<file path="config.mk">
export PLATFORM = sky130hd
export DESIGN_NAME = uis_top
export DESIGN_NICKNAME = d
export VERILOG_FILES = /design/src/rtl/uis_pkg.sv /design/src/rtl/uis_flag_bank.sv /design/src/rtl/uis_top.sv
export VERILOG_INCLUDE_DIRS = /design/src /design/src/rtl
export SDC_FILE = /design/constraint.sdc
export NUM_CORES = 1
export LEC_CHECK = 0
export BUFFER_PORTS_ARGS = -buffer_cell sky130_fd_sc_hd__buf_2
export CAP_MARGIN = 5
export CORE_AREA = 2 2 62 93
export CTS_BUF_LIST = sky130_fd_sc_hd__clkbuf_8
export DETAILED_ROUTE_END_ITERATION = 10
export DIE_AREA = 0 0 64 95
export PLACE_DENSITY_LB_ADDON = 0.2
export SETUP_SLACK_MARGIN = 0.15
export SYNTH_ARGS = -nofsm -noshare
export SYNTH_HDL_FRONTEND = slang
export SYNTH_SLANG_ARGS = --single-unit
</file>
<file path="constraint.sdc">
create_clock -name clk -period 1.97 [get_ports clk]
set_input_delay 0.2955 -clock clk [delete_from_list [all_inputs] [get_ports clk]]
set_output_delay 0.2955 -clock clk [all_outputs]
set_load 0.02 [all_outputs]
</file>
<file path="src/rtl/uis_params.svh">
`ifndef UIS_PARAMS_SVH
`define UIS_PARAMS_SVH

// Register byte offsets
`define UIS_ADDR_W        12
`define UIS_OFS_MASK      12'h038
`define UIS_OFS_RAW       12'h03c
`define UIS_OFS_MASKED    12'h040
`define UIS_OFS_CLEAR     12'h044

// Flag field positions, common to all four registers
`define UIS_BIT_OVERRUN   10
`define UIS_BIT_BREAK     9
`define UIS_BIT_PARITY    8
`define UIS_BIT_FRAMING   7
`define UIS_BIT_RX_TMO    6
`define UIS_BIT_TX_LEVEL  5
`define UIS_BIT_RX_LEVEL  4
`define UIS_FLAG_MSB      10
`define UIS_FLAG_LSB      4
`define UIS_NUM_FLAGS     7

// Reset values
`define UIS_FLAGS_RST     7'h00
`define UIS_MASK_RST      7'h00
`define UIS_RAW_LOW_RST   4'hf
`define UIS_MASKED_LOW    4'h0

// Bus answers
`define UIS_RESP_OKAY     2'h0
`define UIS_RESP_SLVERR   2'h2

`endif

</file>
<file path="src/rtl/uis_pkg.sv">
`include "uis_params.svh"

package uis_pkg;

   // Error and time-out events, one-cycle pulses from the receiver
   typedef struct packed {
      logic overrun;
      logic brk;
      logic parity;
      logic framing;
      logic rx_timeout;
   } uis_err_s;

   // Seven flags in register order, overrun at the top
   typedef struct packed {
      logic overrun;
      logic brk;
      logic parity;
      logic framing;
      logic rx_timeout;
      logic tx_level;
      logic rx_level;
   } uis_flags_s;

   // Flag bank state
   typedef struct packed {
      uis_flags_s flags;
   } uis_bank_s;

   // Top-level state: bus slave, mask, edge history, interrupt line
   typedef struct packed {
      logic [`UIS_NUM_FLAGS-1:0] mask;
      logic                      tx_past_d;
      logic                      rx_past_d;
      logic                      aw_held;
      logic [`UIS_ADDR_W-1:0]    aw_addr;
      logic                      w_held;
      logic [31:0]               w_data;
      logic [3:0]                w_strb;
      logic                      awready;
      logic                      wready;
      logic                      bvalid;
      logic [1:0]                bresp;
      logic                      arready;
      logic                      rvalid;
      logic [31:0]               rdata;
      logic [1:0]                rresp;
      logic                      irq;
   } uis_state_s;

endpackage

</file>
<file path="src/rtl/uis_flag_bank.sv">
`timescale 1ns/1ps
`default_nettype none
`include "uis_params.svh"

module uis_flag_bank (
   input  wire logic              clk,   // System clock
   input  wire logic              rst,   // Synchronous reset, high
   input  wire uis_pkg::uis_flags_s set_v, // Per-flag set pulses
   input  wire uis_pkg::uis_flags_s clr_v, // Per-flag clear pulses
   output var  uis_pkg::uis_flags_s flags  // Sticky raw flags
);
   import uis_pkg::*;

   uis_bank_s                 s;
   uis_bank_s                 next_s;
   logic [`UIS_NUM_FLAGS-1:0] next_bit;

   // Per flag: set beats a clear in the same cycle
   genvar i;
   generate
      for (i = 0; i < `UIS_NUM_FLAGS; i = i + 1) begin : g_flag
         assign next_bit[i] = set_v[i] | (s.flags[i] & ~clr_v[i]); // RQ9
      end
   endgenerate

   // Next state
   always_comb begin
      next_s       = s;
      next_s.flags = uis_flags_s'(next_bit);
   end

   // State register
   always_ff @(posedge clk) begin
      if (rst) begin
         s.flags <= uis_flags_s'(`UIS_FLAGS_RST); // RQ2 RQ3
      end else begin
         s <= next_s;
      end
   end

   assign flags = s.flags;

endmodule

`default_nettype wire

</file>
<file path="src/rtl/uis_top.sv">
// Operation
// RQ1: Reading raw status at 0x03C gives unmasked flags; writes ignored. The code also clears all seven raw flags on that read.
// RQ2: Raw overrun bit 10, break 9, parity 8, framing 7; reset 0.
// RQ3: Raw time-out bit 6, transmit level 5, receive level 4; reset 0.
// RQ4: Raw status bits 3:0 read-only, read as all ones.
// RQ5: Software leaves reserved upper bits alone and ignores their value.
// RQ6: Reading masked status at 0x040 gives masked flags; writes ignored.
// RQ7: Masked flags at the same positions; they and bits 3:0 reset 0.
// RQ8: Mask at 0x038 gates each raw flag; masked equals raw AND mask.
// RQ9: Writing one to clear register 0x044 clears a flag; zero does nothing.
// RQ10: Level interrupts fire on crossing the trigger point, not while beyond.
// RQ11: One combined interrupt request, OR of all masked flags.
`timescale 1ns/1ps
`default_nettype none
`include "uis_params.svh"

module uis_top (
   input  wire logic                   clk,            // System clock
   input  wire logic                   rst,            // Sync reset, high
   // AXI4-Lite write address
   input  wire logic [`UIS_ADDR_W-1:0] s_axi_awaddr,   // Write address
   input  wire logic                   s_axi_awvalid,  // Address valid
   output var  logic                   s_axi_awready,  // Address taken
   // AXI4-Lite write data
   input  wire logic [31:0]            s_axi_wdata,    // Write data
   input  wire logic [3:0]             s_axi_wstrb,    // Byte enables
   input  wire logic                   s_axi_wvalid,   // Data valid
   output var  logic                   s_axi_wready,   // Data taken
   // AXI4-Lite write response
   output var  logic [1:0]             s_axi_bresp,    // Write answer
   output var  logic                   s_axi_bvalid,   // Answer valid
   input  wire logic                   s_axi_bready,   // Answer taken
   // AXI4-Lite read address
   input  wire logic [`UIS_ADDR_W-1:0] s_axi_araddr,   // Read address
   input  wire logic                   s_axi_arvalid,  // Address valid
   output var  logic                   s_axi_arready,  // Address taken
   // AXI4-Lite read data
   output var  logic [31:0]            s_axi_rdata,    // Read data
   output var  logic [1:0]             s_axi_rresp,    // Read answer
   output var  logic                   s_axi_rvalid,   // Data valid
   input  wire logic                   s_axi_rready,   // Data taken
   // Event sources from the serial port logic
   input  wire uis_pkg::uis_err_s      err_event,      // Error pulses
   input  wire logic                   tx_past_level,  // TX fill at trigger
   input  wire logic                   rx_past_level,  // RX fill at trigger
   // Interrupt request
   output var  logic                   irq             // Combined request
);
   import uis_pkg::*;

   uis_state_s  s;
   uis_state_s  next_s;
   uis_flags_s  raw;
   uis_flags_s  set_v;
   uis_flags_s  clr_v;
   uis_flags_s  masked;

   logic        tx_cross;
   logic        rx_cross;
   logic        wr_fire;
   logic        rd_fire;
   logic [31:0] wr_bmask;
   logic [31:0] wr_bits;
   logic [`UIS_NUM_FLAGS-1:0] wr_flag_en;
   logic [`UIS_NUM_FLAGS-1:0] wr_flag_val;
   logic [`UIS_ADDR_W-1:0]    wr_word;
   logic [`UIS_ADDR_W-1:0]    rd_word;

   // Sticky raw flags
   uis_flag_bank u_bank (
      .clk   (clk),
      .rst   (rst),
      .set_v (set_v),
      .clr_v (clr_v),
      .flags (raw)
   );

   // Fill level crossings: rising edge of the at-trigger condition
   assign tx_cross = tx_past_level & ~s.tx_past_d; // RQ10
   assign rx_cross = rx_past_level & ~s.rx_past_d; // RQ10

   // Set vector, positions follow the register layout
   always_comb begin
      set_v            = '0;
      set_v.overrun    = err_event.overrun;    // RQ2
      set_v.brk        = err_event.brk;        // RQ2
      set_v.parity     = err_event.parity;     // RQ2
      set_v.framing    = err_event.framing;    // RQ2
      set_v.rx_timeout = err_event.rx_timeout; // RQ3
      set_v.tx_level   = tx_cross;             // RQ3
      set_v.rx_level   = rx_cross;             // RQ3
   end

   // Masked view of the raw flags
   assign masked = uis_flags_s'(raw & s.mask); // RQ8

   // Word-aligned byte addresses, low two address bits ignored
   assign wr_word = {s.aw_addr[`UIS_ADDR_W-1:2], 2'b00};
   assign rd_word = {s_axi_araddr[`UIS_ADDR_W-1:2], 2'b00};

   // A write completes once address and data are both held
   assign wr_fire = s.aw_held & s.w_held & ~s.bvalid;
   assign rd_fire = s_axi_arvalid & s.arready;

   // Byte enables widened to bit enables
   genvar b;
   generate
      for (b = 0; b < 4; b = b + 1) begin : g_byte
         assign wr_bmask[8*b+7:8*b] = {8{s.w_strb[b]}};
      end
   endgenerate
   assign wr_bits  = s.w_data & wr_bmask;
   assign wr_flag_en  = wr_bmask[`UIS_FLAG_MSB:`UIS_FLAG_LSB];
   assign wr_flag_val = wr_bits[`UIS_FLAG_MSB:`UIS_FLAG_LSB];

   // Clear vector: one written to the clear register, or a raw read
   always_comb begin
      clr_v = '0;
      if (wr_fire && wr_word == `UIS_OFS_CLEAR) begin
         clr_v = uis_flags_s'(wr_flag_val); // RQ9
      end
      if (rd_fire && rd_word == `UIS_OFS_RAW) begin
         clr_v = uis_flags_s'({`UIS_NUM_FLAGS{1'b1}});
      end
   end

   // Next state: bus slave, mask register, edge history, interrupt
   always_comb begin
      next_s = s;

      // Edge history for the level crossings
      next_s.tx_past_d = tx_past_level;
      next_s.rx_past_d = rx_past_level;

      // Write response taken
      if (s.bvalid && s_axi_bready) begin
         next_s.bvalid = 1'b0;
      end

      // Capture write address and data independently
      if (s_axi_awvalid && s.awready) begin
         next_s.aw_held = 1'b1;
         next_s.aw_addr = s_axi_awaddr;
      end
      if (s_axi_wvalid && s.wready) begin
         next_s.w_held = 1'b1;
         next_s.w_data = s_axi_wdata;
         next_s.w_strb = s_axi_wstrb;
      end

      // Perform the write and answer it
      if (wr_fire) begin
         next_s.aw_held = 1'b0;
         next_s.w_held  = 1'b0;
         next_s.bvalid  = 1'b1;
         next_s.bresp   = `UIS_RESP_OKAY;
         unique case (wr_word)
            `UIS_OFS_MASK: begin
               next_s.mask = (s.mask & ~wr_flag_en) | wr_flag_val; // RQ8
            end
            `UIS_OFS_RAW: begin
               next_s.bresp = `UIS_RESP_OKAY; // RQ1
            end
            `UIS_OFS_MASKED: begin
               next_s.bresp = `UIS_RESP_OKAY; // RQ6
            end
            `UIS_OFS_CLEAR: begin
               next_s.bresp = `UIS_RESP_OKAY;
            end
            default: begin
               next_s.bresp = `UIS_RESP_SLVERR;
            end
         endcase
      end

      // Each side ready again only when its own capture is free and no answer waits
      next_s.awready = ~next_s.aw_held & ~next_s.bvalid;
      next_s.wready  = ~next_s.w_held & ~next_s.bvalid;

      // Read data taken
      if (s.rvalid && s_axi_rready) begin
         next_s.rvalid = 1'b0;
      end

      // Read decode, reserved upper bits read as zero
      if (rd_fire) begin
         next_s.rvalid = 1'b1;
         next_s.rresp  = `UIS_RESP_OKAY;
         next_s.rdata  = 32'h0;
         unique case (rd_word)
            `UIS_OFS_MASK: begin
               next_s.rdata[`UIS_FLAG_MSB:`UIS_FLAG_LSB] = s.mask;
            end
            `UIS_OFS_RAW: begin
               next_s.rdata[`UIS_FLAG_MSB:`UIS_FLAG_LSB] = raw; // RQ1
               next_s.rdata[3:0] = `UIS_RAW_LOW_RST;            // RQ4
            end
            `UIS_OFS_MASKED: begin
               next_s.rdata[`UIS_FLAG_MSB:`UIS_FLAG_LSB] = masked; // RQ6
               next_s.rdata[3:0] = `UIS_MASKED_LOW;                // RQ7
            end
            `UIS_OFS_CLEAR: begin
               next_s.rdata = 32'h0;
            end
            default: begin
               next_s.rresp = `UIS_RESP_SLVERR;
            end
         endcase
      end
      next_s.arready = ~next_s.rvalid;

      // Combined request from the masked flags
      next_s.irq = |masked; // RQ11
   end

   // State register
   always_ff @(posedge clk) begin
      if (rst) begin
         s.mask      <= `UIS_MASK_RST;
         s.tx_past_d <= 1'b0;
         s.rx_past_d <= 1'b0;
         s.aw_held   <= 1'b0;
         s.aw_addr   <= '0;
         s.w_held    <= 1'b0;
         s.w_data    <= 32'h0;
         s.w_strb    <= 4'h0;
         s.awready   <= 1'b0;
         s.wready    <= 1'b0;
         s.bvalid    <= 1'b0;
         s.bresp     <= `UIS_RESP_OKAY;
         s.arready   <= 1'b0;
         s.rvalid    <= 1'b0;
         s.rdata     <= 32'h0;
         s.rresp     <= `UIS_RESP_OKAY;
         s.irq       <= 1'b0;
      end else begin
         s <= next_s;
      end
   end

   // Outputs straight from the state register
   assign s_axi_awready = s.awready;
   assign s_axi_wready  = s.wready;
   assign s_axi_bvalid  = s.bvalid;
   assign s_axi_bresp   = s.bresp;
   assign s_axi_arready = s.arready;
   assign s_axi_rvalid  = s.rvalid;
   assign s_axi_rdata   = s.rdata;
   assign s_axi_rresp   = s.rresp;
   assign irq           = s.irq;

endmodule

`default_nettype wire

</file>
Word-level counts from Yosys, hierarchy flattened
Cells that the tools add are included.
Cells by class
  equal/unequal tests: 8
  muxes and demuxes: 14
  bitwise operators: 40
  reductions and logical operators: 10
Operators with widths (number)
  $eq 10x4->1 const B: 4
  $eq 10x5->1 const B: 4
  $mux 37: 1
  $mux 35: 1
  $pmux 7 s3: 1
  $and 1x1->1: 14
  $and 7x7->7: 2
  $mux 7: 2
  $not 1->1: 14
  $mux 13: 1
  $and 11x11->11: 1
  $reduce_or 4->1: 2
  $not 7->7: 1
  $or 1x1->1: 7
  $or 7x7->7: 1
  $reduce_or 7->1: 1
  $logic_and 1x1->1: 6
  $mux 1: 4
  $mux 2: 2
  $mux 4: 1
  $mux 3: 1
  $reduce_and 2->1: 1
Word-level totals
  register bits: 87
  input port bits: 74
  output and inout port bits: 42
  logic and storage cells: 96

Depth between registers and ports, before layout
Gate-level depths: netlist of the first run.
  word-level depth: 8
  depth in mapped cells: 6
  gate-level depth less buffers: 4

By module
A second synthesis of the first run with hierarchy kept.
Second synthesis, totals
  cells, all modules: 317
  area total of the unflattened synthesis: 2735.1 um^2
Modules (own cells, without submodules)
  uis_top: times used 1, cells an instance 289, area each 2437.3 um^2, sequential area each 920.9 um^2
  uis_flag_bank: times used 1, cells an instance 28, area each 297.8 um^2, sequential area each 140.1 um^2

Worst setup path before layout of the first run
OpenSTA, ideal clock, no wires.
  kind: register to register
  start point: register s[86] (netlist bit)
  end point: register (tool-made name)
  setup time: 0.132 ns
  data arrival time: 1.623 ns
  data required time: 1.838 ns
  setup slack: 0.215 ns
  stages on the path, launching flop included: 5
  buffers on the path: 0
  clock period less this slack: 1.755 ns
  path through: dfxtp_1 or4_4 or4_4 o21ai_1 a21oi_1
RTL lines
  start: declaration: line uis_top.sv:51  | uis_state_s s;
  start signal: assignment: line uis_top.sv:237  | s <= next_s;

==> impl_metrics.csv, run 1 <==
group,metric,value,unit
synthesis,yosysUniqueCellTypes,39,
place,dpl.hpwl,3.73,mm
hold_path,hold_start,"s_axi_wdata[10]",
power_and_ir_drop,peakVddDrop,0.000433,V
sta,setup_viol,0,
place,place_congestion,0.811,
status,status,"finished clean",
synthesis,yosys.area.top_type_share,43.4,%
floorplan,core,0.00533,mm^2
power_and_ir_drop,seq_power_share,58.0,%
power_and_ir_drop,power.leakage,0.00122,uW
setup_path,crit_chain,"or4_4 -> or4_4 -> o21ai_1 -> a21oi_1",
power_and_ir_drop,p_per_area,721,mW/mm^2
finish,nets,416,
power_and_ir_drop,pwr-share-comb,12.1,%
synthesis,yosysTopAreaCell,"dfxtp_1",
place,io_buffers,61,
grt,antenna_found_initial,0,
finish,multiInputGateArea,0.00113,mm^2
power_and_ir_drop,switchingPower,512,uW
routing,dr.pass1.iters,4,
power_and_ir_drop,swShare,25.7,%
setup_path,slowest_stage,"or4_4",
cts,htreeDepth,2,
setup_path,critPathCaptureType,"flop",
routing,routed_wl,4.87,mm
sta,slew-limit-headroom,64.1,%
synthesis,ys_ff_latch,53,
sta,post-route-period-util,91.8,%
setup_path,worstPathBufferInverterCount,0,
hold_path,worstHoldPathType,"primary input to flop",
sta,fin_skew,0.00516,ns
floorplan,die_h,95,um
finish,layout-drive-gt1-share,24.6,%
sta,drv_slew,0,
grt,grt_overflow,0,
grt,grt_pass1_vias,1804,
finish,nFillCells,554,
sta,layout_min_cycle_time,1.81,ns
routing,drc_errors,0,
synthesis,syn_avg_cell_area,8.43,um^2
cts,cts_tree,"done",
finish,antenna_cells,0,
routing,drtIter0Drc,62,
sta,fmax,0.553,GHz
finish,fin_util,51.8,%
synthesis,netlist_instances,290,
setup_path,worstSetupStartpointType,"flop",
cts,root_buffer,"clkbuf_8",
cts,clock_latency,0.30,ns
cts,numCtsBuffers,5,
sta,worst_slew_pin_slew,0.539,ns
routing,wl_per_cell,11.8,um
floorplan,die_x,64,um
hold_path,min_to,"s[56]",
cts,clockBufferDepth,2,
power_and_ir_drop,clockPowerShare,30.0,%
setup_path,path_max_fanout,7,
setup_path,cp.required,2.14,ns
cts,clk_pin_slew,0.09,ns
synthesis,synth_ff_type,"dfxtp_1",
synthesis,synthArstFlopShare,0,%
synthesis,synth_seq_area_share,43.4,%
power_and_ir_drop,p_int,1480,uW
finish,regArea,0.00106,mm^2
setup_path,cpMostUsedCell,"or4_4",
hold_path,min_path_cells,3,
setup_path,crit_family,"simple AND/OR/NAND/NOR gates",
synthesis,synth_area,0.00244,mm^2
cts,cts_sinks,53,
synthesis,synth_most_common_cell,"nand2_1",
floorplan,placementRows,33,
setup_path,crit_path_max_incr_delay,0.59,ns
setup_path,rr_worst_depth,4,
run,max-cap-violations,0,
sta,hold_viol_final,0,
synthesis,synth.area.top_cells,"dfxtp_1 (43%), buf_4 (11%), nand2_1 (8.3%), a21oi_1 (7.4%), a21o_1 (2.1%)",
grt,grt_max_degree,27,
sta,fin_tns_setup,0,ns
synthesis,yosysWarnings,0,
setup_path,cp.arrival,1.98,ns
floorplan,dieArea,0.00608,mm^2
routing,route.vias.total,2023,
synthesis,synth_edf_count,0,
setup_path,path_class,"flop to flop",
setup_path,ff2ff_setup_slack,0.16,ns
routing,antenna_left,0,
synthesis,synth_common_cells,"nand2_1 (54), dfxtp_1 (53), a21oi_1 (36), buf_4 (36), inv_1 (10)",
routing,via_per_inst,4.91,
floorplan,boundaryPins,116,
grt,grt_pass1_wl,7.92,mm
sta,rsz0062_at_grt,"yes",
finish,syn_to_final_growth,12.9,%
grt,track_usage,16.7,%
setup_path,r2r-start,"s[89]",
floorplan,floorplan.initialDensity,45.9,%
logic make-up after synthesis:
logic type	after synthesis	share of synthesized area (%)
other	1	0.153
flip-flops	53	43.4
AND/OR/NAND/NOR	103	23.4
AO/OA/AOI/OAI	78	19.0
buffers and inverters	55	14.0
power by group through the flow:
stage | logic [uW] | clock network (uW) | registers, uW
floorplan | 190 | 0 | 1180
global placement | 237 | 0 | 1180
detailed placement | 241 | 0 | 1180
CTS | 242 | 623 | 1150
global route | 268 | 669 | 1160
finish | 240 | 597 | 1150
worst max-delay path by stage:
stage,startpoint,endpoint,slack [ns],cells past startpoint
after floorplan,s[86],flop,0.21,4
after global placement,s_axi_araddr[6],u_bank.flags[1],0.14,5
after detailed placement,s[86],flop,0.12,4
after CTS,s[89],flop,0.15,4
after global routing,s[89],flop,0.07,4
final,s[89],flop,0.16,4
tightest hold or removal path, cell delays in order:
cell and delay, ns:
buf_2 0.09, nand2_1 0.04, a21oi_1 0.05
layer usage:
layer | GRT usage (%) | part of all wire (%) | vias to the layer above
met5 | 0 | 0 | -
met4 | 8.70 | 2.3 | 0
met3 | 3.81 | 5.0 | 10
met2 | 30.6 | 53 | 54
met1 | 17.5 | 39 | 907
li1 | - | - | 1052
cell usage in the layout (no fill, tap or decap), drive strengths merged, types with 4 or more instances in the layout:
cell type and count:
buf 68, nand2 54, dfxtp 53, a21oi 36, conb 23, o21ai 14
inv 11, a31oi 8, a21o 7, and3 7, nand3 7, nor2 6
clkbuf 6, a311oi 5, nor4 5, and2 4
layout make-up:
type	instances	area share (%)
multi-input cells	204	41.0
flip-flops and latches	53	38.4
repair buffers	68	13.0
well taps	70	3.17
clock buffers	6	2.99
inverters	10	1.36
clock inverters	1	0.136
metrics by stage:
step	setup slack, ns	hold WS (ns)	instance area, um^2	power [uW]	instances
2_1_floorplan	0.215	0.426	2530	1370	312
3_3_place_gp	0.140	0.432	2650	1420	403
3_5_place_dp	0.124	0.439	2650	1420	403
4_1_cts	0.155	0.210	2740	2020	410
5_1_grt	0.0732	0.211	2760	2100	412
6_report	0.162	0.221	2760	1990	412
repair_timing:
action | 4_1_cts | 5_1_grt
endpoints found under the setup margin | 7 | 16
buffers inserted | 0 | 2
hold endpoints to repair | 0 | 0
resized for setup | 0 | 1
hold buffers | 0 | 0
pin swaps | 2 | 1
No activity file was read; power rests on OpenSTA's default activity.
==> run 2, diff against run 1 <==
CTS_CLUSTER_SIZE = 20   (was unset)
SLEW_MARGIN = 20   (was unset)
clock period = 1.85 ns   (was 1.97 ns; I/O delays follow)
==> run 2 against run 1 <==
  * Utilization rose by 1.7 points
  * Final cell count grew 1.2%
  * Sequential power increased by 7%
  * Non-clock buffer count rose by 5
  * Design area is 3.3% higher
  * Clock skew is 0.0018 ns higher
  * Wire length rose by 2.1%
  * Combinational power up 16%
  * Largest cell class unchanged
==> impl_metrics.csv, run 2 (synthesis results as in run 1) <==
group,metric,value,unit
status,status,"finished clean",
cts,cts_sinks,53,
setup_path,cpMostUsedCell,"or4_4",
place,io_buffers,61,
grt,track_usage,17.0,%
cts,root_buffer,"clkbuf_8",
setup_path,worstPathBufferInverterCount,0,
place,place_congestion,0.808,
cts,clock_latency,0.30,ns
routing,antenna_left,0,
routing,route.vias.total,2078,
setup_path,slowest_stage,"or4_4",
routing,routed_wl,4.97,mm
grt,grt_pass1_wl,8.20,mm
sta,slew-limit-headroom,64.2,%
routing,drtIter0Drc,49,
cts,clk_pin_slew,0.09,ns
cts,holdBufCountCts,0,
sta,worst_slew_pin_slew,0.538,ns
hold_path,worstHoldPathType,"primary input to flop",
grt,grt_overflow,0,
setup_path,crit_start,"s[86]",
grt,antenna_found_initial,0,
floorplan,placementRows,33,
setup_path,cp.depth,4,
setup_path,crit_family,"simple AND/OR/NAND/NOR gates",
sta,hold_viol_final,0,
finish,final_common_cell,"buf_2",
setup_path,ff2ff_setup_slack,0.03,ns
setup_path,cp.arrival,1.99,ns
routing,dr.pass1.iters,5,
sta,drv_slew,0,
setup_path,path_class,"flop to flop",
routing,wl_per_cell,11.9,um
floorplan,core,0.00533,mm^2
setup_path,worstSetupStartpointType,"flop",
finish,syn_to_final_growth,16.6,%
cts,clockBufferDepth,2,
power_and_ir_drop,peakVddDrop,0.000475,V
floorplan,die_h,95,um
finish,layout-drive-gt1-share,27.1,%
floorplan,die_x,64,um
cts,htreeDepth,2,
finish,nFillCells,572,
setup_path,crit_chain,"or4_4 -> or4_4 -> o21ai_1 -> a21oi_1",
sta,post-route-period-util,98.3,%
sta,fin_tns_setup,0,ns
finish,multiInputGateArea,0.00117,mm^2
run,max-cap-violations,0,
sta,setup_viol,0,
floorplan,dieArea,0.00608,mm^2
grt,grt_max_degree,25,
finish,mostFrequentLayoutCells,"buf_2 (61), nand2_1 (54), dfxtp_1 (52), a21oi_1 (36), conb_1 (23)",
place,place_ws,0.0478,ns
routing,via_per_inst,4.98,
sta,layout_min_cycle_time,1.82,ns
sta,rsz0062_at_grt,"yes",
sta,fin_skew,0.00696,ns
setup_path,path_max_fanout,7,
cts,cts_tree,"done",
finish,regArea,0.00106,mm^2
finish,antenna_cells,0,
routing,drc_errors,0,
setup_path,rr_worst_depth,4,
power_and_ir_drop,power.leakage,0.00127,uW
finish,nets,421,
grt,grt_pass1_vias,1908,
sta,fmax,0.550,GHz
cts,numCtsBuffers,5,
setup_path,crit_path_max_incr_delay,0.57,ns
setup_path,critPathCaptureType,"flop",
sta,setup_ws,0.0314,ns
floorplan,floorplan.initialDensity,45.9,%
power_and_ir_drop,p_per_area,756,mW/mm^2
setup_path,cp.required,2.02,ns
place,dpl.hpwl,3.79,mm
setup_path,r2r-start,"s[86]",
floorplan,boundaryPins,116,
[run 2: layout make-up]
type,instances,area share [%]
inverter,10,1.32
multi-input combinational,204,40.9
clock buffer,6,2.90
timing repair buffer,73,14.4
tap,70,3.07
clock inverter,1,0.132
sequential,53,37.3
[run 2: where the power goes]
part           leakage, uW  switching (uW)  total [uW]  internal [uW]
sequential        0.000433            41.5        1230           1190
combinational     0.000787             167         279            112
clock            0.0000485             353         646            292
total              0.00127             562        2160           1590
[run 2: how the worst min path moves through the flow]
| stage | to | cells past startpoint | slack [ns] | start |
|---|---|---|---|---|
| floorplan | s[86] | 2 | 0.41 | s_axi_awaddr[7] |
| global placement | s_axi_rdata[5] | 2 | 0.43 | s_axi_rdata[5] |
| detailed placement | s_axi_rdata[7] | 2 | 0.44 | s_axi_rdata[7] |
| CTS | s[88] | 3 | 0.20 | s_axi_awaddr[9] |
| global route | s[86] | 3 | 0.19 | s_axi_awaddr[7] |
| finish | s[87] | 3 | 0.21 | s_axi_awaddr[8] |
[run 2: stage by stage]
step           utilization (%)  power, uW  hold slack, ns  cells  cell area (um^2)
2_1_floorplan                -       1460           0.413    312              2530
3_3_place_gp              50.0       1510           0.432    404              2660
3_5_place_dp              50.0       1510           0.438    404              2660
4_1_cts                   52.4       2160           0.195    415              2790
5_1_grt                   53.5       2270           0.194    417              2850
6_report                  53.5       2160           0.206    417              2850
[run 2: metal layers]
metal / vias up / wire, um / track usage, %
li1: 1064 / - / -
met3: 12 / 249 / 3.58
met2: 66 / 2710 / 32.0
met5: - / 0 / 0
met1: 936 / 1850 / 17.5
met4: 0 / 155 / 8.51
[run 2: repair_timing]
item / 4_1_cts / 5_1_grt
pin swaps: 1 / 1
buffers inserted: 4 / 2
resized for setup: 0 / 9
setup endpoints to repair: 9 / 19
[run 2: worst register-to-register path: cells and delay by family, from the launching register on]
family / cells / cell delay (ns)
simple gates: 2 / 1.14
flops: 1 / 0.32
compound gates: 2 / 0.22
